==> src/include/irtsc_pkg.sv <==
// constants for the infrared timer shared control block
package irtsc_pkg;
	// register indices; byte address is four times the index
	localparam logic [5:0] IDX_BYTE_CTRL  = 6'h00;
	localparam logic [5:0] IDX_SHARED     = 6'h01;
	localparam logic [5:0] IDX_LEVEL_LO   = 6'h04;
	localparam logic [5:0] IDX_LEVEL_HI   = 6'h05;
	localparam int         ADDR_W         = 8;

	// byte_timer_control fields
	localparam int BC_ENABLE   = 7;
	localparam int BC_SINGLE   = 6;
	localparam int BC_TIMEOUT  = 5;
	localparam int BC_CLK_HI   = 4;
	localparam int BC_CLK_LO   = 3;
	localparam int BC_CAP_MASK = 2;
	localparam int BC_TO_MASK  = 1;
	localparam int BC_PIN_SEL  = 0;

	// timer_shared_control fields
	localparam int SH_MODE     = 7;
	localparam int SH_OUT_IN   = 6;
	localparam int SH_COMB_HI  = 5;
	localparam int SH_COMB_LO  = 4;
	localparam int SH_SUB_HI   = 3;
	localparam int SH_SUB_LO   = 2;
	localparam int SH_BYTE_INI = 1;
	localparam int SH_WORD_INI = 0;

	// values after power-on reset
	localparam logic [1:0] RST_CLK_SEL  = 2'h0;
	localparam logic [1:0] RST_COMB_SEL = 2'h0;
	localparam logic [1:0] RST_SUBMODE  = 2'h0;
	localparam logic [7:0] RST_LEVEL    = 8'h00;

	// combine / edge / submode encodings
	localparam logic [1:0] COMB_AND  = 2'h0;
	localparam logic [1:0] COMB_OR   = 2'h1;
	localparam logic [1:0] COMB_NOR  = 2'h2;
	localparam logic [1:0] EDGE_FALL = 2'h0;
	localparam logic [1:0] EDGE_RISE = 2'h1;
	localparam logic [1:0] EDGE_BOTH = 2'h2;
	localparam logic [1:0] SUB_NORMAL   = 2'h0;
	localparam logic [1:0] SUB_PINGPONG = 2'h1;
	localparam logic [1:0] SUB_FORCE0   = 2'h2;
	localparam logic [1:0] SUB_FORCE1   = 2'h3;

	// glitch filter widths in system clock cycles
	localparam logic [3:0] FILT_NONE_CYC  = 4'h1;
	localparam logic [3:0] FILT_SHORT_CYC = 4'h4;
	localparam logic [3:0] FILT_LONG_CYC  = 4'h8;

	localparam logic [1:0] RESP_OKAY   = 2'h0;
	localparam logic [1:0] RESP_SLVERR = 2'h2;
endpackage : irtsc_pkg

==> src/hdl/irtsc_top.sv <==
// infrared byte timer and shared timer control with axi4-lite register access
// Operation
// - writing 1 to the enable field starts the byte timer counting
// - pass-select 0 reloads at terminal count, 1 stops at terminal count
// - timeout flag set at terminal count, cleared only by writing 1
// - first counting clock after enable may be short and arrive anytime
// - clock field selects system clock divided by 1, 2, 4 or 8
// - demodulation capture edge requests interrupt when capture mask set
// - timeout requests interrupt when timeout mask set
// - output-select routes port output or byte timer output to its pin
// - shared bit 7 selects transmit (0) or demodulation (1) mode
// - bit 6 selects combined output pin source or demodulator input pin
// - transmit bits 5:4 combine timer outputs by AND, OR, NOR, NAND
// - demodulation bits 5:4 select falling, rising or both edges
// - transmit bits 3:2 normal, ping-pong, force word output 0 or 1
// - demodulation bits 3:2 select glitch filter none, 4 or 8 clocks
// - bit 1 sets byte output start level, opposite held while disabled
// - bit 0 sets word output start level, only in normal or ping-pong
// - demodulation bit 1 flags rising edge, write 1 clears
// - demodulation bit 0 flags falling edge, write 1 clears
// - double-asterisk fields reset at power-on only, kept through stop recovery
//
// Our own choice: the AXI4-Lite register port.
module irtsc_top (
	// clock and resets
	input  wire logic        ref_clk_i,
	input  wire logic        sys_rst_i,
	input  wire logic        stop_rec_rst_i,
	// axi4-lite write address and data
	input  wire logic [7:0]  s_axi_awaddr_i,
	input  wire logic        s_axi_awvalid_i,
	output logic             s_axi_awready_o,
	input  wire logic [31:0] s_axi_wdata_i,
	input  wire logic [3:0]  s_axi_wstrb_i,
	input  wire logic        s_axi_wvalid_i,
	output logic             s_axi_wready_o,
	// axi4-lite write response
	output logic [1:0]       s_axi_bresp_o,
	output logic             s_axi_bvalid_o,
	input  wire logic        s_axi_bready_i,
	// axi4-lite read
	input  wire logic [7:0]  s_axi_araddr_i,
	input  wire logic        s_axi_arvalid_i,
	output logic             s_axi_arready_o,
	output logic [31:0]      s_axi_rdata_o,
	output logic [1:0]       s_axi_rresp_o,
	output logic             s_axi_rvalid_o,
	input  wire logic        s_axi_rready_i,
	// word timer datapath
	input  wire logic        word_timer_enabled_i,
	input  wire logic        word_timer_level_i,
	// port pins
	input  wire logic        byte_timer_port_i,
	input  wire logic        combined_port_i,
	input  wire logic        first_input_pin_i,
	input  wire logic        second_input_pin_i,
	output logic             byte_timer_pin_o,
	output logic             combined_output_pin_o,
	// events
	output logic             capture_edge_o,
	output logic             capture_irq_o,
	output logic             timeout_irq_o
);

	function automatic logic [2:0] reg_sel(input logic [7:0] addr);
		logic [5:0] idx;
		idx = addr[7:2];
		case (idx)
			irtsc_pkg::IDX_BYTE_CTRL: reg_sel = 3'h1;
			irtsc_pkg::IDX_SHARED:    reg_sel = 3'h2;
			irtsc_pkg::IDX_LEVEL_LO:  reg_sel = 3'h3;
			irtsc_pkg::IDX_LEVEL_HI:  reg_sel = 3'h4;
			default:                  reg_sel = 3'h0;
		endcase
	endfunction : reg_sel

	////////////////////////////////////////////////////////////////////////
	// axi4-lite slave
	logic        aw_full_q, w_full_q, bvalid_q, rvalid_q;
	logic [7:0]  awaddr_q;
	logic [7:0]  wdata_q;
	logic        wstrb_q;
	logic [1:0]  bresp_q, rresp_q;
	logic [31:0] rdata_q;
	logic        wr_go;
	logic [2:0]  wr_sel;
	logic        wr_ctrl, wr_shared, wr_lo, wr_hi;
	logic [7:0]  rd_byte;
	assign s_axi_awready_o = !aw_full_q && !bvalid_q;
	assign s_axi_wready_o  = !w_full_q && !bvalid_q;
	assign s_axi_bvalid_o  = bvalid_q;
	assign s_axi_bresp_o   = bresp_q;
	assign s_axi_arready_o = !rvalid_q;
	assign s_axi_rvalid_o  = rvalid_q;
	assign s_axi_rdata_o   = rdata_q;
	assign s_axi_rresp_o   = rresp_q;

	assign wr_go     = aw_full_q && w_full_q && !bvalid_q;
	assign wr_sel    = reg_sel(awaddr_q);
	// upper byte lanes hold nothing, so only lane 0 matters
	assign wr_ctrl   = wr_go && wstrb_q && (wr_sel == 3'h1);
	assign wr_shared = wr_go && wstrb_q && (wr_sel == 3'h2);
	assign wr_lo     = wr_go && wstrb_q && (wr_sel == 3'h3);
	assign wr_hi     = wr_go && wstrb_q && (wr_sel == 3'h4);

	always_ff @(posedge ref_clk_i) begin
		if (sys_rst_i) begin
			aw_full_q <= 1'b0;
			awaddr_q  <= 8'h00;
		end else if (s_axi_awvalid_i && s_axi_awready_o) begin
			aw_full_q <= 1'b1;
			awaddr_q  <= s_axi_awaddr_i;
		end else if (wr_go) begin
			aw_full_q <= 1'b0;
		end
	end

	always_ff @(posedge ref_clk_i) begin
		if (sys_rst_i) begin
			w_full_q <= 1'b0;
			wdata_q  <= 8'h00;
			wstrb_q  <= 1'b0;
		end else if (s_axi_wvalid_i && s_axi_wready_o) begin
			w_full_q <= 1'b1;
			wdata_q  <= s_axi_wdata_i[7:0];
			wstrb_q  <= s_axi_wstrb_i[0];
		end else if (wr_go) begin
			w_full_q <= 1'b0;
		end
	end

	always_ff @(posedge ref_clk_i) begin
		if (sys_rst_i) begin
			bvalid_q <= 1'b0;
			bresp_q  <= irtsc_pkg::RESP_OKAY;
		end else if (wr_go) begin
			bvalid_q <= 1'b1;
			bresp_q  <= (wr_sel == 3'h0) ? irtsc_pkg::RESP_SLVERR : irtsc_pkg::RESP_OKAY;
		end else if (s_axi_bready_i) begin
			bvalid_q <= 1'b0;
		end
	end

	always_ff @(posedge ref_clk_i) begin
		if (sys_rst_i) begin
			rvalid_q <= 1'b0;
			rdata_q  <= 32'h0000_0000;
			rresp_q  <= irtsc_pkg::RESP_OKAY;
		end else if (s_axi_arvalid_i && !rvalid_q) begin
			rvalid_q <= 1'b1;
			rdata_q  <= {24'h00_0000, rd_byte};
			rresp_q  <= (reg_sel(s_axi_araddr_i) == 3'h0) ? irtsc_pkg::RESP_SLVERR : irtsc_pkg::RESP_OKAY;
		end else if (s_axi_rready_i) begin
			rvalid_q <= 1'b0;
		end
	end

	////////////////////////////////////////////////////////////////////////
	// control fields
	logic       single_q, timeout_q, cap_mask_q, to_mask_q, pin_sel_q;
	logic [1:0] clk_sel_q;
	logic       mode_q, out_in_q, byte_ini_q, word_ini_q, rise_q, fall_q;
	logic [1:0] comb_sel_q, sub_q;
	logic [7:0] level_lo_q, level_hi_q;
	logic       en_q, out_q;
	logic [7:0] cnt_q;
	logic       term_ev, rise_det, fall_det;
	always_ff @(posedge ref_clk_i) begin
		if (sys_rst_i) begin
			single_q   <= 1'b0;
			pin_sel_q  <= 1'b0;
			clk_sel_q  <= irtsc_pkg::RST_CLK_SEL;
			cap_mask_q <= 1'b0;
			to_mask_q  <= 1'b0;
		end else if (stop_rec_rst_i) begin
			single_q  <= 1'b0;
			pin_sel_q <= 1'b0;
		end else if (wr_ctrl) begin
			single_q   <= wdata_q[irtsc_pkg::BC_SINGLE];
			clk_sel_q  <= wdata_q[irtsc_pkg::BC_CLK_HI:irtsc_pkg::BC_CLK_LO];
			cap_mask_q <= wdata_q[irtsc_pkg::BC_CAP_MASK];
			to_mask_q  <= wdata_q[irtsc_pkg::BC_TO_MASK];
			pin_sel_q  <= wdata_q[irtsc_pkg::BC_PIN_SEL];
		end
	end

	// set wins over a clear in the same cycle
	always_ff @(posedge ref_clk_i) begin
		if (sys_rst_i) begin
			timeout_q <= 1'b0;
		end else if (term_ev) begin
			timeout_q <= 1'b1;
		end else if (wr_ctrl && wdata_q[irtsc_pkg::BC_TIMEOUT]) begin
			timeout_q <= 1'b0;
		end
	end

	always_ff @(posedge ref_clk_i) begin
		if (sys_rst_i) begin
			mode_q     <= 1'b0;
			out_in_q   <= 1'b0;
			comb_sel_q <= irtsc_pkg::RST_COMB_SEL;
			sub_q      <= irtsc_pkg::RST_SUBMODE;
			byte_ini_q <= 1'b0;
			word_ini_q <= 1'b0;
		end else if (stop_rec_rst_i) begin
			mode_q   <= 1'b0;
			out_in_q <= 1'b0;
		end else if (wr_shared) begin
			mode_q     <= wdata_q[irtsc_pkg::SH_MODE];
			out_in_q   <= wdata_q[irtsc_pkg::SH_OUT_IN];
			comb_sel_q <= wdata_q[irtsc_pkg::SH_COMB_HI:irtsc_pkg::SH_COMB_LO];
			sub_q      <= wdata_q[irtsc_pkg::SH_SUB_HI:irtsc_pkg::SH_SUB_LO];
			// in demodulation these bits are flags, the start levels stay put
			if (!mode_q) begin
				byte_ini_q <= wdata_q[irtsc_pkg::SH_BYTE_INI];
				word_ini_q <= wdata_q[irtsc_pkg::SH_WORD_INI];
			end
		end
	end

	// edge flags: a set wins over a write-one clear in the same cycle
	always_ff @(posedge ref_clk_i) begin
		if (sys_rst_i) begin
			rise_q <= 1'b0;
			fall_q <= 1'b0;
		end else begin
			rise_q <= rise_det || (rise_q && !(wr_shared && mode_q && wdata_q[irtsc_pkg::SH_BYTE_INI]));
			fall_q <= fall_det || (fall_q && !(wr_shared && mode_q && wdata_q[irtsc_pkg::SH_WORD_INI]));
		end
	end

	always_ff @(posedge ref_clk_i) begin
		if (sys_rst_i) begin
			level_lo_q <= irtsc_pkg::RST_LEVEL;
			level_hi_q <= irtsc_pkg::RST_LEVEL;
		end else begin
			if (wr_lo) begin
				level_lo_q <= wdata_q;
			end
			if (wr_hi) begin
				level_hi_q <= wdata_q;
			end
		end
	end

	always_comb begin
		case (reg_sel(s_axi_araddr_i))
			3'h1: rd_byte = {en_q, single_q, timeout_q, clk_sel_q, cap_mask_q, to_mask_q, pin_sel_q};
			3'h2: rd_byte = {mode_q, out_in_q, comb_sel_q, sub_q,
			                 mode_q ? {rise_q, fall_q} : {byte_ini_q, word_ini_q}};
			3'h3: rd_byte = level_lo_q;
			3'h4: rd_byte = level_hi_q;
			default: rd_byte = 8'h00;
		endcase
	end

	////////////////////////////////////////////////////////////////////////
	// byte timer
	logic [2:0] pre_q;
	logic [2:0] pre_mask;
	logic       tick;
	logic       start_wr, stop_wr;
	// free-running divider: the first tick after enable lands anywhere
	always_ff @(posedge ref_clk_i) begin
		if (sys_rst_i) begin
			pre_q <= 3'h0;
		end else begin
			pre_q <= pre_q + 3'h1;
		end
	end

	always_comb begin
		case (clk_sel_q)
			2'h0:    pre_mask = 3'h0;
			2'h1:    pre_mask = 3'h1;
			2'h2:    pre_mask = 3'h3;
			default: pre_mask = 3'h7;
		endcase
	end

	assign tick     = (pre_q & pre_mask) == pre_mask;
	assign start_wr = wr_ctrl && wdata_q[irtsc_pkg::BC_ENABLE];
	assign stop_wr  = wr_ctrl && !wdata_q[irtsc_pkg::BC_ENABLE];
	assign term_ev  = en_q && tick && (cnt_q == 8'h00) && !stop_wr && !stop_rec_rst_i;

	always_ff @(posedge ref_clk_i) begin
		if (sys_rst_i || stop_rec_rst_i) begin
			en_q  <= 1'b0;
			cnt_q <= 8'h00;
			out_q <= 1'b0;
		end else if (start_wr && !en_q) begin
			en_q  <= 1'b1;
			out_q <= byte_ini_q;
			cnt_q <= byte_ini_q ? level_hi_q : level_lo_q;
		end else if (stop_wr) begin
			en_q <= 1'b0;
		end else if (term_ev) begin
			out_q <= !out_q;
			if (single_q) begin
				en_q <= 1'b0;
			end else begin
				cnt_q <= out_q ? level_lo_q : level_hi_q;
			end
		end else if (en_q && tick) begin
			cnt_q <= cnt_q - 8'h01;
		end
	end

	////////////////////////////////////////////////////////////////////////
	// transmit outputs
	logic byte_out, word_out, comb_out;
	assign byte_out = en_q ? out_q : !byte_ini_q;
	always_comb begin
		case (sub_q)
			irtsc_pkg::SUB_FORCE0: word_out = 1'b0;
			irtsc_pkg::SUB_FORCE1: word_out = 1'b1;
			default: word_out = word_timer_enabled_i ? word_timer_level_i : !word_ini_q;
		endcase
	end

	always_comb begin
		case (comb_sel_q)
			irtsc_pkg::COMB_AND: comb_out = byte_out & word_out;
			irtsc_pkg::COMB_OR:  comb_out = byte_out | word_out;
			irtsc_pkg::COMB_NOR: comb_out = !(byte_out | word_out);
			default:             comb_out = !(byte_out & word_out);
		endcase
	end

	assign byte_timer_pin_o      = pin_sel_q ? byte_out : byte_timer_port_i;
	assign combined_output_pin_o = (!mode_q && out_in_q) ? comb_out : combined_port_i;

	////////////////////////////////////////////////////////////////////////
	// demodulator input: sync, glitch filter, edge detect
	logic       sy1_q, sy2_q, sy3_q;
	logic       filt_q;
	logic [3:0] fcnt_q;
	logic [3:0] filt_len;
	logic       filt_upd, edge_sel;
	always_ff @(posedge ref_clk_i) begin
		if (sys_rst_i) begin
			sy1_q <= 1'b0;
			sy2_q <= 1'b0;
			sy3_q <= 1'b0;
		end else begin
			sy1_q <= out_in_q ? second_input_pin_i : first_input_pin_i;
			sy2_q <= sy1_q;
			sy3_q <= sy2_q;
		end
	end

	always_comb begin
		case (sub_q)
			2'h1:    filt_len = irtsc_pkg::FILT_SHORT_CYC;
			2'h2:    filt_len = irtsc_pkg::FILT_LONG_CYC;
			default: filt_len = irtsc_pkg::FILT_NONE_CYC;
		endcase
	end

	// a new level must stay put for the filter length before it counts
	assign filt_upd = (sy2_q == sy3_q) && (sy3_q != filt_q) && ((fcnt_q + 4'h1) >= filt_len);

	always_ff @(posedge ref_clk_i) begin
		if (sys_rst_i) begin
			filt_q <= 1'b0;
			fcnt_q <= 4'h0;
		end else if (filt_upd) begin
			filt_q <= sy3_q;
			fcnt_q <= 4'h0;
		end else if ((sy2_q == sy3_q) && (sy3_q != filt_q)) begin
			fcnt_q <= fcnt_q + 4'h1;
		end else begin
			fcnt_q <= 4'h0;
		end
	end

	always_comb begin
		case (comb_sel_q)
			irtsc_pkg::EDGE_FALL: edge_sel = !sy3_q;
			irtsc_pkg::EDGE_RISE: edge_sel = sy3_q;
			irtsc_pkg::EDGE_BOTH: edge_sel = 1'b1;
			default:              edge_sel = 1'b0;
		endcase
	end

	assign rise_det = mode_q && filt_upd && sy3_q && edge_sel;
	assign fall_det = mode_q && filt_upd && !sy3_q && edge_sel;
	assign capture_edge_o = rise_det || fall_det;
	assign capture_irq_o  = cap_mask_q && (rise_det || fall_det);
	assign timeout_irq_o  = to_mask_q && term_ev;

endmodule : irtsc_top

==> config.mk <==
export PLATFORM = sky130hd
export DESIGN_NAME = irtsc_top
export DESIGN_NICKNAME = d
export VERILOG_FILES = /design/src/include/irtsc_pkg.sv /design/src/hdl/irtsc_top.sv
export SDC_FILE = /design/constraint.sdc
export NUM_CORES = 1
export LEC_CHECK = 0
export ABC_AREA = 1
export BUFFER_PORTS_ARGS = -buffer_cell sky130_fd_sc_hd__buf_2
export CORE_MARGIN = 3
export CORE_UTILIZATION = 40
export CTS_CLUSTER_DIAMETER = 80
export DETAILED_ROUTE_END_ITERATION = 6
export GPL_TIMING_DRIVEN = 1
export SLEW_MARGIN = 20
export SYNTH_ARGS = -nofsm -noshare
export SYNTH_HDL_FRONTEND = slang
export SYNTH_SLANG_ARGS = --single-unit
==> constraint.sdc <==
create_clock -name ref_clk_i -period 5.7 [get_ports ref_clk_i]
set_input_delay 0 -clock ref_clk_i [delete_from_list [all_inputs] [get_ports ref_clk_i]]
set_output_delay 0 -clock ref_clk_i [all_outputs]
set_load 0.02 [all_outputs]
# == Yosys cells after proc, flatten, opt, wreduce, memory -nomap -nowiden ==
# Cells that the tools add are included.
# op_classes
magnitude_cmp,1
reduce_logical,80
muxes,41
addsub,3
n_eq_ne,26
bitwise,6
# op_table
cell,count
8-bit two-way mux,7
1-bit logical AND,35
8-bit one-hot mux with 4 select lines,1
6-bit by 3-bit equality test with 1-bit output (second input constant),4
3-bit one-hot mux with 4 select lines,2
1-bit two-way mux,21
1-bit logical NOT,17
3-bit by 2-bit equality test with 1-bit output (second input constant),4
6-bit by 1-bit equality test with 1-bit output (second input constant),2
6-bit logical NOT,2
2-bit nonzero test,6
3-bit one-hot mux with 3 select lines,1
3-bit nonzero test,3
2-bit equality test (second input constant),4
8-bit logical NOT,1
4-bit one-hot mux with 2 select lines,1
2-bit AND reduction,4
8-bit by 1-bit subtractor with 8-bit output (second input constant),1
2-bit by 1-bit equality test with 1-bit output (second input constant),3
3-bit by 1-bit equality test with 1-bit output (second input constant),2
3-bit equality test (second input constant),2
3-bit logical NOT,2
2-bit two-way mux,3
3-bit two-way mux,2
other kinds (19),27
# word_totals
word_cells,192
output_inout_bits,46
reg_bits,87

# == Longest topological paths before layout ==
# Gate-level depths: netlist (run 1).
# depth
ltp_word,11
mapped_depth,13
ltp_nobuf,13

# == Worst setup path before layout (run 1) ==
# Ideal clock, no wire load.
# synth_timing
path_kind,register to output
start,register sub_q[0]
end,output capture_irq_o
required_time_ns,5.700
n_path_buf,0
slack_ns,3.669
arrival_ns,2.031
path_stages_with_launch,11
cell_sequence,dfxtp_1 inv_1 ha_1 ha_1 nand3b_1 a21oi_1 nor2_1 o21ai_0 nor2_1 nand3_1 a21boi_0
# synth_via
elab_chain_len,9
# synth_lines
item,line_no,text
from (decl),irtsc_top.sv:163,"logic [1:0] comb_sel_q, sub_q;"
from (signal assigned),irtsc_top.sv:203,sub_q <= irtsc_pkg::RST_SUBMODE;
from (signal assigned),irtsc_top.sv:213,sub_q <= wdata_q[irtsc_pkg::SH_SUB_HI:irtsc_pkg::SH_SUB_LO];
2-bit equality test or 2-bit by 1-bit equality test with 1-bit output (tied branches),irtsc_top.sv:354,case (sub_q)
4-bit one-hot mux with 2 select lines *,irtsc_top.sv:354,
4-bit >= comparator *,irtsc_top.sv:362,assign filt_upd = (sy2_q == sy3_q) && (sy3_q != filt_q) && ((fcnt_q + 4'h1) >= filt_len);
1-bit logical AND *,irtsc_top.sv:362,
1-bit logical AND *,"irtsc_top.sv:387, irtsc_top.sv:388",
1-bit logical AND (on tied branches) (2 in a row),"irtsc_top.sv:387, irtsc_top.sv:388",
1-bit logical OR *,irtsc_top.sv:390,assign capture_irq_o = cap_mask_q && (rise_det || fall_det);
1-bit logical AND *,irtsc_top.sv:390,
to (decl),irtsc_top.sv:61,"output logic capture_irq_o,"
# Every way passes the cells marked *; elsewhere a longest branch is shown, timed or not.

# == Worst setup path after layout (run 1) ==
# layout_timing
start,register fcnt_q[0]
end,output capture_irq_o
# layout_via
elab_chain_len,8
# layout_lines
item,line_no,text
from (decl),irtsc_top.sv:338,logic [3:0] fcnt_q;
from (signal assigned),irtsc_top.sv:372,fcnt_q <= fcnt_q + 4'h1;
4-bit by 1-bit adder with 4-bit output *,irtsc_top.sv:362,
4-bit >= comparator *,irtsc_top.sv:362,
1-bit logical AND *,irtsc_top.sv:362,
1-bit logical AND *,"irtsc_top.sv:387, irtsc_top.sv:388",
1-bit logical AND (on tied branches) (2 in a row),"irtsc_top.sv:387, irtsc_top.sv:388",
1-bit logical OR *,irtsc_top.sv:390,
1-bit logical AND *,irtsc_top.sv:390,
# Marks and branches as above.

==> flow_metrics.env, run 1 <==
export IMPL_start_util=0.421
export IMPL_grt_pass1_wl_um=18500
export IMPL_synthToLayoutAreaGrowth_pct=15.1
export IMPL_grt_pass1_vias=3892
export IMPL_numPortBuffers=54
export IMPL_fill_cells=1075
export IMPL_max_slew_margin=0.411
export IMPL_synth_area_leaders="dfxtp_1 (37%), o21ai_0 (8.8%), a21oi_1 (6.7%), nand2_1 (6.2%), nor2_1 (5.7%)"
export IMPL_p_per_area_mw_per_mm2=228
export IMPL_fin_setup_tns_ns=0
export IMPL_max_stage_delay_ns=0.39
export IMPL_clk_latency_ns=0.35
export IMPL_synth_enable_flop_cells=0
export IMPL_cts_clk_slew_worst_paths_ns=0.08
export IMPL_p_total_mw=1.17
export IMPL_synth_main_ff_cell="dfxtp_1"
export IMPL_dp_hpwl_um=8190
export IMPL_ys_seq_area_frac=0.373
export IMPL_cpMaxStageDelayCell="dfxtp_1"
export IMPL_die_x_um=112
export IMPL_p_switching_uw=313
export IMPL_setup_viol=0
export IMPL_synthCells=602
export IMPL_insertedDiodeCount=0
export IMPL_cap_violations=0
export IMPL_p_leak_nw=2.15
export IMPL_highest_layer="met4"
export IMPL_clock_sinks=83
export IMPL_end_kind="primary output"
export IMPL_startpoint_type="register"
export IMPL_cellInternalPower_uw=855
export IMPL_fp_dieArea_mm2=0.0125
export IMPL_fmax_mhz=385
export IMPL_final_min_clock_period_ns=2.60
export IMPL_io_pins=112
export IMPL_syn_avg_cell_area_um2=7.41
export IMPL_worstPathCellList="ha_1, inv_1, or2_2, nand2_1, ha_1, a21oi_1, nor2_1, o21ai_0, nor2_1, nand3_1, a21boi_0, buf_2"
export IMPL_drv_slew=0
export IMPL_wl_per_cell_um=13.5
export IMPL_drt_pass1_iterations=5
export IMPL_grt_usage=0.178
export IMPL_vias_per_cell=5.00
export IMPL_peakVddDrop_mv=0.112
export IMPL_drtIter0Drc=341
export IMPL_grt_max_degree=43
export IMPL_wl_met1_um=4940
export IMPL_arrival_ns=2.60
export IMPL_path_max_fanout=4
export IMPL_gp_congestion=0.914
export IMPL_drive_gt1_frac=0.172
export IMPL_routed_wl_um=11000
export IMPL_min_from="s_axi_arvalid_i"
export IMPL_syn_area_mm2=0.00446
export IMPL_antenna_found_initial=0
export IMPL_reg2reg_from="fcnt_q[0]$_SDFF_PP0_"
export IMPL_drcViolationCount=0
export IMPL_finalHoldViolations=0
export IMPL_post_cts_buffers=0
export IMPL_synthArstFlopShare=0
export IMPL_critPathKind="register to primary output"
export IMPL_critPathBufInv=2
export IMPL_grt_overflow_total=0
export IMPL_p_clk_frac=0.357
export IMPL_fin_nets=745
export IMPL_required_ns=5.70
export IMPL_hold_path_class="primary input to register"
export IMPL_die_h_um=112
export IMPL_wl_met3_um=577
export IMPL_clock_skew_ns=0.00801
export IMPL_yosysTopAreaCell="dfxtp_1"
export IMPL_worstSetupStartpoint="fcnt_q[0]$_SDFF_PP0_"
export IMPL_synth_top_area_share=0.373
export IMPL_yosysWarnings=0
export IMPL_ctsRootBufferMaster="clkbuf_8"
export IMPL_ys_ff_latch=83
export IMPL_final_cell_mix="dfxtp_1 (83), o21ai_0 (78), nand2_1 (74)"
export IMPL_rows=37
export IMPL_vias=4051
export IMPL_critPathTopFamily="simple AND/OR/NAND/NOR gates"
export IMPL_fin_crit_sh=0.455
export IMPL_clock_path_buffers=2
export IMPL_wl_met2_um=5270
export IMPL_worst_slew_pin_slew_ns=0.881
export IMPL_numCtsBuffers=9
export IMPL_cts_htree_levels=3
export IMPL_p_comb_frac=0.121
export IMPL_swShare=0.268
export IMPL_cts_tree="done"
export IMPL_status="finished clean"
export IMPL_coreArea_mm2=0.0106
export IMPL_p_seq_frac=0.522
export IMPL_ant_nets=0
export IMPL_final_common_cell="dfxtp_1"
export IMPL_cts_resized=0
export IMPL_fin_hold_ws_ns=0.102
export IMPL_ys_types=49
export IMPL_rsz0062_at_grt="no"
## kinds of logic (layout without fill, tap and decap cells)
group	after synthesis	in the layout	share of synthesized area
compound gates	170	170	0.205
xor+xnor	9	9	0.0177
fa+ha+maj	8	8	0.0224
buf+inv	114	162	0.122
flops	83	83	0.373
mux	4	4	0.00898
other cells	1	26	0.000841
simple gates	213	213	0.250
## worst min-delay path: stages
cell,delay [ns]
buf_2,0.08
nand2_1,0.17
nand2_1,0.11
a21oi_1,0.05
## registers in the layout (all words and copies together), names as in the netlist, 2 cells and up
register / count
cnt_q: 8
fcnt_q: 4
pre_q: 3
awaddr_q: 6
comb_sel_q: 2
sub_q: 2
wdata_q: 8
level_lo_q: 8
clk_sel_q: 2
level_hi_q: 8
s_axi_rdata_o: 8
## synth_stat cells (all sizes together), types with 5 or more instances
cell    instances
o21ai          93
dfxtp          83
nand2          82
nor2           81
inv            71
a21oi          63
buf            31
nand3          30
clkbuf         12
ha              8
nand4           8
xor2            6
a211oi          5
nor3            5
## what timing repair did
item	CTS	global route
hold endpoints to repair	20	0
hold buffers	22	0
endpoints found under the setup margin	0	0
## final cells by class
| type | instances | area [um^2] | area share |
|---|---|---|---|
| clock inverter | 4 | 48.8 | 0.00951 |
| timing repair buffer | 76 | 490 | 0.0955 |
| sequential | 83 | 1660 | 0.324 |
| multi-input combinational | 430 | 2350 | 0.457 |
| clock buffer | 11 | 141 | 0.0275 |
| inverter | 71 | 274 | 0.0534 |
| tap | 136 | 170 | 0.0331 |
## routing by layer
metal,global-route usage,vias up
li1,-,2076
met3,0.0353,16
met4,0.0479,0
met1,0.227,1843
met5,0,-
met2,0.309,116
## worst paths after layout
path                                         to  slack (ns)  cells after the start
setup / recovery                  capture_irq_o        3.10                     12
hold / removal    s_axi_rdata_o[3]$_SDFFE_PP0P_        0.10                      4
setup reg to reg              fall_q$_SDFF_PP0_        3.55                     11
hold reg to reg                sy2_q$_SDFF_PP0_        0.40                      2
## power by group through the flow
stage / combinational (mW) / clock, mW / sequential (mW)
floorplan: 0.106 / 0 / 0.623
global placement: 0.127 / 0 / 0.623
detailed placement: 0.129 / 0 / 0.623
CTS: 0.141 / 0.429 / 0.610
global route: 0.158 / 0.452 / 0.612
finish: 0.141 / 0.417 / 0.610
## stage by stage
step | area, um^2 | setup slack, ns | utilization | instances
global route | 5130 | 2.89 | 0.484 | 811
global placement | 4720 | 3.53 | 0.446 | 774
floorplan | 4550 | 3.67 | - | 627
detailed placement | 4720 | 3.52 | 0.446 | 774
finish | 5130 | 3.10 | 0.484 | 811
CTS | 5130 | 3.11 | 0.484 | 811
No activity file was read; power rests on OpenSTA's default activity.
==> run 2, diff against run 1 <==
PLACE_DENSITY = 0.65   (was not set)
clock period = 2.1 ns   (was 5.7 ns; I/O delays follow)
==> run 2 against run 1 <==
  * The run now ends with negative setup slack left
  * Utilization increased by 2.1 points
  * Worst setup slack lost 3.2 ns
  * Hold slack worse by 0.076 ns
  * Clock power rose to 2.7 times the previous value
  * Via count rose by 3.0%
  * Flip-flop and latch count unchanged
  * Die area unchanged
  * First-iteration DRC count fell by 27%
  * Wire length up 3.1%
  * Largest cell class unchanged
  * Sequential power grew to 2.7 times the previous value
  * Critical path type unchanged
  * Count of clock-buffer cells in the layout up 1
  * Largest power group unchanged
==> flow_metrics.env, run 2 (synthesis gave the netlist of run 1 again) <==
export IMPL_status="complete, but fails checks"
export IMPL_violations="negative setup slack"
export IMPL_critPathMostFrequentCell="ha_4"
export IMPL_p_per_area_mw_per_mm2=597
export IMPL_fin_nets=758
export IMPL_critPathKind="register to primary output"
export IMPL_coreArea_mm2=0.0106
export IMPL_startpoint_type="register"
export IMPL_drtIter0Drc=250
export IMPL_max_slew_margin=0.596
export IMPL_max_stage_delay_ns=0.37
export IMPL_final_cell_mix="dfxtp_1 (78), o21ai_0 (77), nand2_1 (73)"
export IMPL_worstPathCellList="ha_4, inv_2, or2_4, nand2_4, ha_4, a21oi_4, nor2_2, o21ai_2, nor2_1, nand3_1, a21boi_1, buf_4"
export IMPL_p_total_mw=3.20
export IMPL_io_pins=112
export IMPL_vias_per_cell=5.06
export IMPL_cap_violations=0
export IMPL_cpMaxStageDelayCell="dfxtp_4"
export IMPL_wl_per_cell_um=13.7
export IMPL_cts_htree_levels=3
export IMPL_clk_latency_ns=0.35
export IMPL_drt_pass1_iterations=5
export IMPL_grt_overflow_total=0
export IMPL_fin_setup_tns_ns=-0.166
export IMPL_final_common_cell="dfxtp_1"
export IMPL_cts_clk_slew_worst_paths_ns=0.08
export IMPL_critPathBufInv=2
export IMPL_p_leak_nw=2.23
export IMPL_drive_gt1_frac=0.215
export IMPL_fin_ws_ns=-0.101
export IMPL_hold_path_class="primary input to register"
export IMPL_gp_congestion=0.902
export IMPL_grt_max_degree=32
export IMPL_finalHoldViolations=0
export IMPL_worst_slew_pin_slew_ns=0.602
export IMPL_insertedDiodeCount=0
export IMPL_fp_dieArea_mm2=0.0125
export IMPL_start_util=0.421
export IMPL_fill_cells=1036
export IMPL_arrival_ns=2.20
export IMPL_die_h_um=112
export IMPL_final_core_util=0.505
export IMPL_die_x_um=112
export IMPL_grt_pass1_vias=3993
export IMPL_end_kind="primary output"
export IMPL_dp_hpwl_um=8390
export IMPL_clock_sinks=83
export IMPL_cts_tree="done"
export IMPL_fmax_mhz=454
export IMPL_required_ns=2.10
export IMPL_rows=37
export IMPL_synthToLayoutAreaGrowth_pct=20.2
export IMPL_fin_crit_sh=1.05
export IMPL_grt_pass1_wl_um=18700
export IMPL_final_min_clock_period_ns=2.20
export IMPL_setup_viol=2
export IMPL_numPortBuffers=54
export IMPL_ant_nets=0
export IMPL_clock_path_buffers=2
export IMPL_numCtsBuffers=9
export IMPL_drcViolationCount=0
export IMPL_drv_slew=0
export IMPL_critPathTopFamily="simple AND/OR/NAND/NOR gates"
export IMPL_grt_usage=0.182
export IMPL_rsz0062_at_grt="yes"
export IMPL_routed_wl_um=11300
export IMPL_path_max_fanout=3
export IMPL_vias=4171
export IMPL_clock_skew_ns=0.00768
export IMPL_antenna_found_initial=0
export IMPL_peakVddDrop_mv=0.362
export IMPL_ctsRootBufferMaster="clkbuf_8"
-- run 2: cell count changes in the layout (fill, tap and decap cells not counted), sizes merged --
cell | previous run | this run
buf | 54 | 67
clkbuf | 11 | 12
clkinv | 2 | 1
clkinvlp | 0 | 2
inv | 72 | 71
-- run 2: repair_timing --
item | 4_1_cts | 5_1_grt
setup buffers | 8 | 1
endpoints found under the setup margin | 4 | 9
hold buffers | 22 | 0
pin swaps | 10 | 8
endpoints found under the hold margin | 24 | 0
gates cloned | 0 | 0
gates resized for setup | 23 | 8
-- run 2: tightest hold or removal path: cells and delay by family --
family,cells,cell delay [ns]
compound gates,1,0.16
simple gates,1,0.07
buf+inv,1,0.10
-- run 2: area by class of cell --
type                       instances  area [um^2]  area share
inverter                          71          277      0.0516
timing repair buffer              89          597       0.111
clock inverter                     4         50.0     0.00934
tap                              136          170      0.0318
clock buffer                      12          145      0.0271
multi-input combinational        430         2450       0.457
sequential                        83         1670       0.312
-- run 2: worst paths after layout --
check                       start                            end  slack, ns  cells after the start
max          fcnt_q[1]$_SDFF_PP0_                  capture_irq_o      -0.10                     12
min reg2reg      sy1_q$_SDFF_PP0_               sy2_q$_SDFF_PP0_       0.43                      2
max reg2reg  fcnt_q[1]$_SDFF_PP0_            filt_q$_SDFFE_PP0P_       0.11                     12
min             s_axi_araddr_i[6]  s_axi_rresp_o[1]$_SDFFE_PP0P_       0.03                      3
-- run 2: power breakdown --
part	total, mW	switching (mW)	internal (mW)
combinational	0.405	0.266	0.139
clock	1.14	0.560	0.581
sequential	1.65	0.0353	1.62
-- run 2: metrics by stage --
stage               hold slack, ns  setup WS, ns  instance area, um^2  instances
floorplan                   0.0793        0.0691                 4550        627
global placement             0.225        0.0152                 4760        779
detailed placement           0.229       -0.0110                 4760        779
CTS                         0.0134       -0.0974                 5330        825
global route                0.0674        -0.188                 5360        825
finish                      0.0256        -0.101                 5360        825
-- run 2: per-layer routing --
| layer | wire (um) | global-route usage | up-vias |
|---|---|---|---|
| li1 | - | - | 2098 |
| met1 | 4950 | 0.225 | 1901 |
| met2 | 5380 | 0.313 | 152 |
| met3 | 722 | 0.0489 | 20 |
| met4 | 238 | 0.0527 | 0 |
| met5 | 0 | 0 | - |
==> run 3, diff against run 2 <==
CTS_BUF_LIST = sky130_fd_sc_hd__clkbuf_8   (was not set)
RECOVER_POWER = 25   (was not set)
SLEW_MARGIN = 0   (was 20)
==> run 3 against run 2 <==
  * The run still ends with negative setup slack left
  * Wire length about the same
  * Sequential power is essentially flat
  * Register-to-register slack about the same
  * Worst setup slack got worse by 0.0049 ns
  * Global-route usage is the same
  * Hold slack worse by 0.0018 ns
  * Critical endpoint unchanged
==> flow_metrics.env, run 3 (synthesis gave the netlist of run 1 again) <==
export IMPL_critPathMostFrequentCell="ha_4"
export IMPL_synthToLayoutAreaGrowth_pct=19.6
export IMPL_numCtsBuffers=9
export IMPL_hold_path_class="primary input to register"
export IMPL_final_common_cell="dfxtp_1"
export IMPL_critPathKind="register to primary output"
export IMPL_clock_path_buffers=2
export IMPL_swShare=0.271
export IMPL_status="complete, but fails checks"
export IMPL_cts_clk_slew_worst_paths_ns=0.08
export IMPL_ctsRootBufferMaster="clkbuf_8"
export IMPL_io_pins=112
export IMPL_startpoint_type="register"
export IMPL_min_path_cells=3
export IMPL_drcViolationCount=0
export IMPL_grt_usage=0.182
export IMPL_fin_setup_tns_ns=-0.176
export IMPL_required_ns=2.10
export IMPL_antenna_found_initial=0
export IMPL_fin_ws_ns=-0.106
export IMPL_p_comb_frac=0.126
export IMPL_drt_pass1_iterations=5
export IMPL_fin_hold_ws_ns=0.0238
export IMPL_grt_pass1_vias=3993
export IMPL_grt_max_degree=32
export IMPL_insertedDiodeCount=0
export IMPL_max_stage_delay_ns=0.37
export IMPL_p_switching_uw=864
export IMPL_drive_gt1_frac=0.190
export IMPL_ant_nets=0
export IMPL_fin_nets=758
export IMPL_cts_htree_levels=3
export IMPL_dp_hpwl_um=8390
export IMPL_fp_dieArea_mm2=0.0125
export IMPL_cts_tree="done"
export IMPL_fin_crit_sh=1.05
export IMPL_p_total_mw=3.19
export IMPL_path_max_fanout=3
export IMPL_p_seq_frac=0.519
export IMPL_rsz0062_at_grt="yes"
export IMPL_coreArea_mm2=0.0106
export IMPL_vias_per_cell=5.05
export IMPL_rows=37
export IMPL_clock_sinks=83
export IMPL_arrival_ns=2.21
export IMPL_seq_area_mm2=0.00167
export IMPL_worstPathCellList="ha_4, inv_2, or2_4, nand2_4, ha_4, a21oi_4, nor2_2, o21ai_2, nor2_1, nand3_1, a21boi_1, buf_4"
export IMPL_numPortBuffers=54
export IMPL_multi_input_area_mm2=0.00245
export IMPL_drtIter0Drc=248
export IMPL_fill_cells=1049
export IMPL_max_slew_margin=0.547
export IMPL_p_clk_frac=0.355
export IMPL_cap_violations=0
export IMPL_clk_latency_ns=0.35
export IMPL_die_x_um=112
export IMPL_wl_per_cell_um=13.7
export IMPL_routed_wl_um=11300
export IMPL_p_per_area_mw_per_mm2=598
export IMPL_final_min_clock_period_ns=2.21
export IMPL_finalHoldViolations=0
export IMPL_reg2regPathDepth=12
export IMPL_drv_slew=0
export IMPL_vias=4167
export IMPL_fmax_mhz=453
export IMPL_end_kind="primary output"
export IMPL_peakVddDrop_mv=0.357
export IMPL_cpMaxStageDelayCell="dfxtp_4"
export IMPL_grt_pass1_wl_um=18700
export IMPL_worst_slew_pin_slew_ns=0.679
export IMPL_gp_congestion=0.902
export IMPL_clock_skew_ns=0.00872
export IMPL_start_util=0.421
export IMPL_violations="negative setup slack"
export IMPL_setup_viol=2
export IMPL_grt_overflow_total=0
export IMPL_cellInternalPower_mw=2.32
export IMPL_p_leak_nw=2.17
export IMPL_final_cell_mix="dfxtp_1 (78), o21ai_0 (77), nand2_1 (73)"
export IMPL_die_h_um=112
run 3: changes by cell type in the layout (fill, tap and decap cells not counted):
cell / previous run / this run
buf_2: 52 / 37
buf_4: 14 / 12
clkbuf_1: 2 / 17
inv_1: 62 / 64
run 3: path summary, 6_finish.rpt:
path	start	slack [ns]	to
max	fcnt_q[1]$_SDFF_PP0_	-0.11	capture_irq_o
max reg2reg	fcnt_q[1]$_SDFF_PP0_	0.10	filt_q$_SDFFE_PP0P_
min reg2reg	sy1_q$_SDFF_PP0_	0.43	sy2_q$_SDFF_PP0_
min	s_axi_araddr_i[6]	0.02	s_axi_rresp_o[1]$_SDFFE_PP0P_
run 3: worst max-delay path, delay by kind of cell (launching register included):
family	cells	cell delay, ns
and+or+nand+nor	5	0.56
AOI/OAI and AO/OA	3	0.42
DFF	1	0.37
adders and majority gates	2	0.33
buffers and inverters	2	0.19
run 3: final cells by class:
class	instances	share of cell area
inverter	71	0.0519
timing repair buffer	89	0.107
clock inverter	6	0.0108
clock buffer	10	0.0258
multi-input combinational	430	0.459
sequential	83	0.313
tap	136	0.0319
run 3: per-layer routing:
metal / part of all wire / GRT usage / vias to the layer above
met4: 0.021 / 0.0527 / 0
met5: 0 / 0 / -
met2: 0.47 / 0.313 / 144
met1: 0.44 / 0.225 / 1902
met3: 0.062 / 0.0489 / 21
li1: - / - / 2100
run 3: metrics by stage:
stage	utilization	setup WS, ns	cell area (um^2)	std cells
CTS	0.503	-0.0979	5330	825
global placement	0.449	0.0152	4760	779
floorplan	-	0.0691	4550	627
global route	0.503	-0.188	5330	825
detailed placement	0.449	-0.0110	4760	779
finish	0.503	-0.106	5330	825
run 3: what timing repair did:
item,CTS,global route
hold endpoints to repair,24,0
setup endpoints to repair,4,9
buffers inserted,8,1
pin swaps,10,8
gates resized for setup,23,8
hold buffers,22,0
run 3: power groups by stage:
| stage | clock network [mW] | registers, mW | logic, mW |
|---|---|---|---|
| 6_report | 1.13 | 1.65 | 0.401 |
| 5_1_grt | 1.23 | 1.66 | 0.446 |
| 4_1_cts | 1.16 | 1.66 | 0.404 |
| 3_5_place_dp | 0 | 1.69 | 0.357 |
| 3_3_place_gp | 0 | 1.69 | 0.350 |
| 2_1_floorplan | 0 | 1.69 | 0.289 |
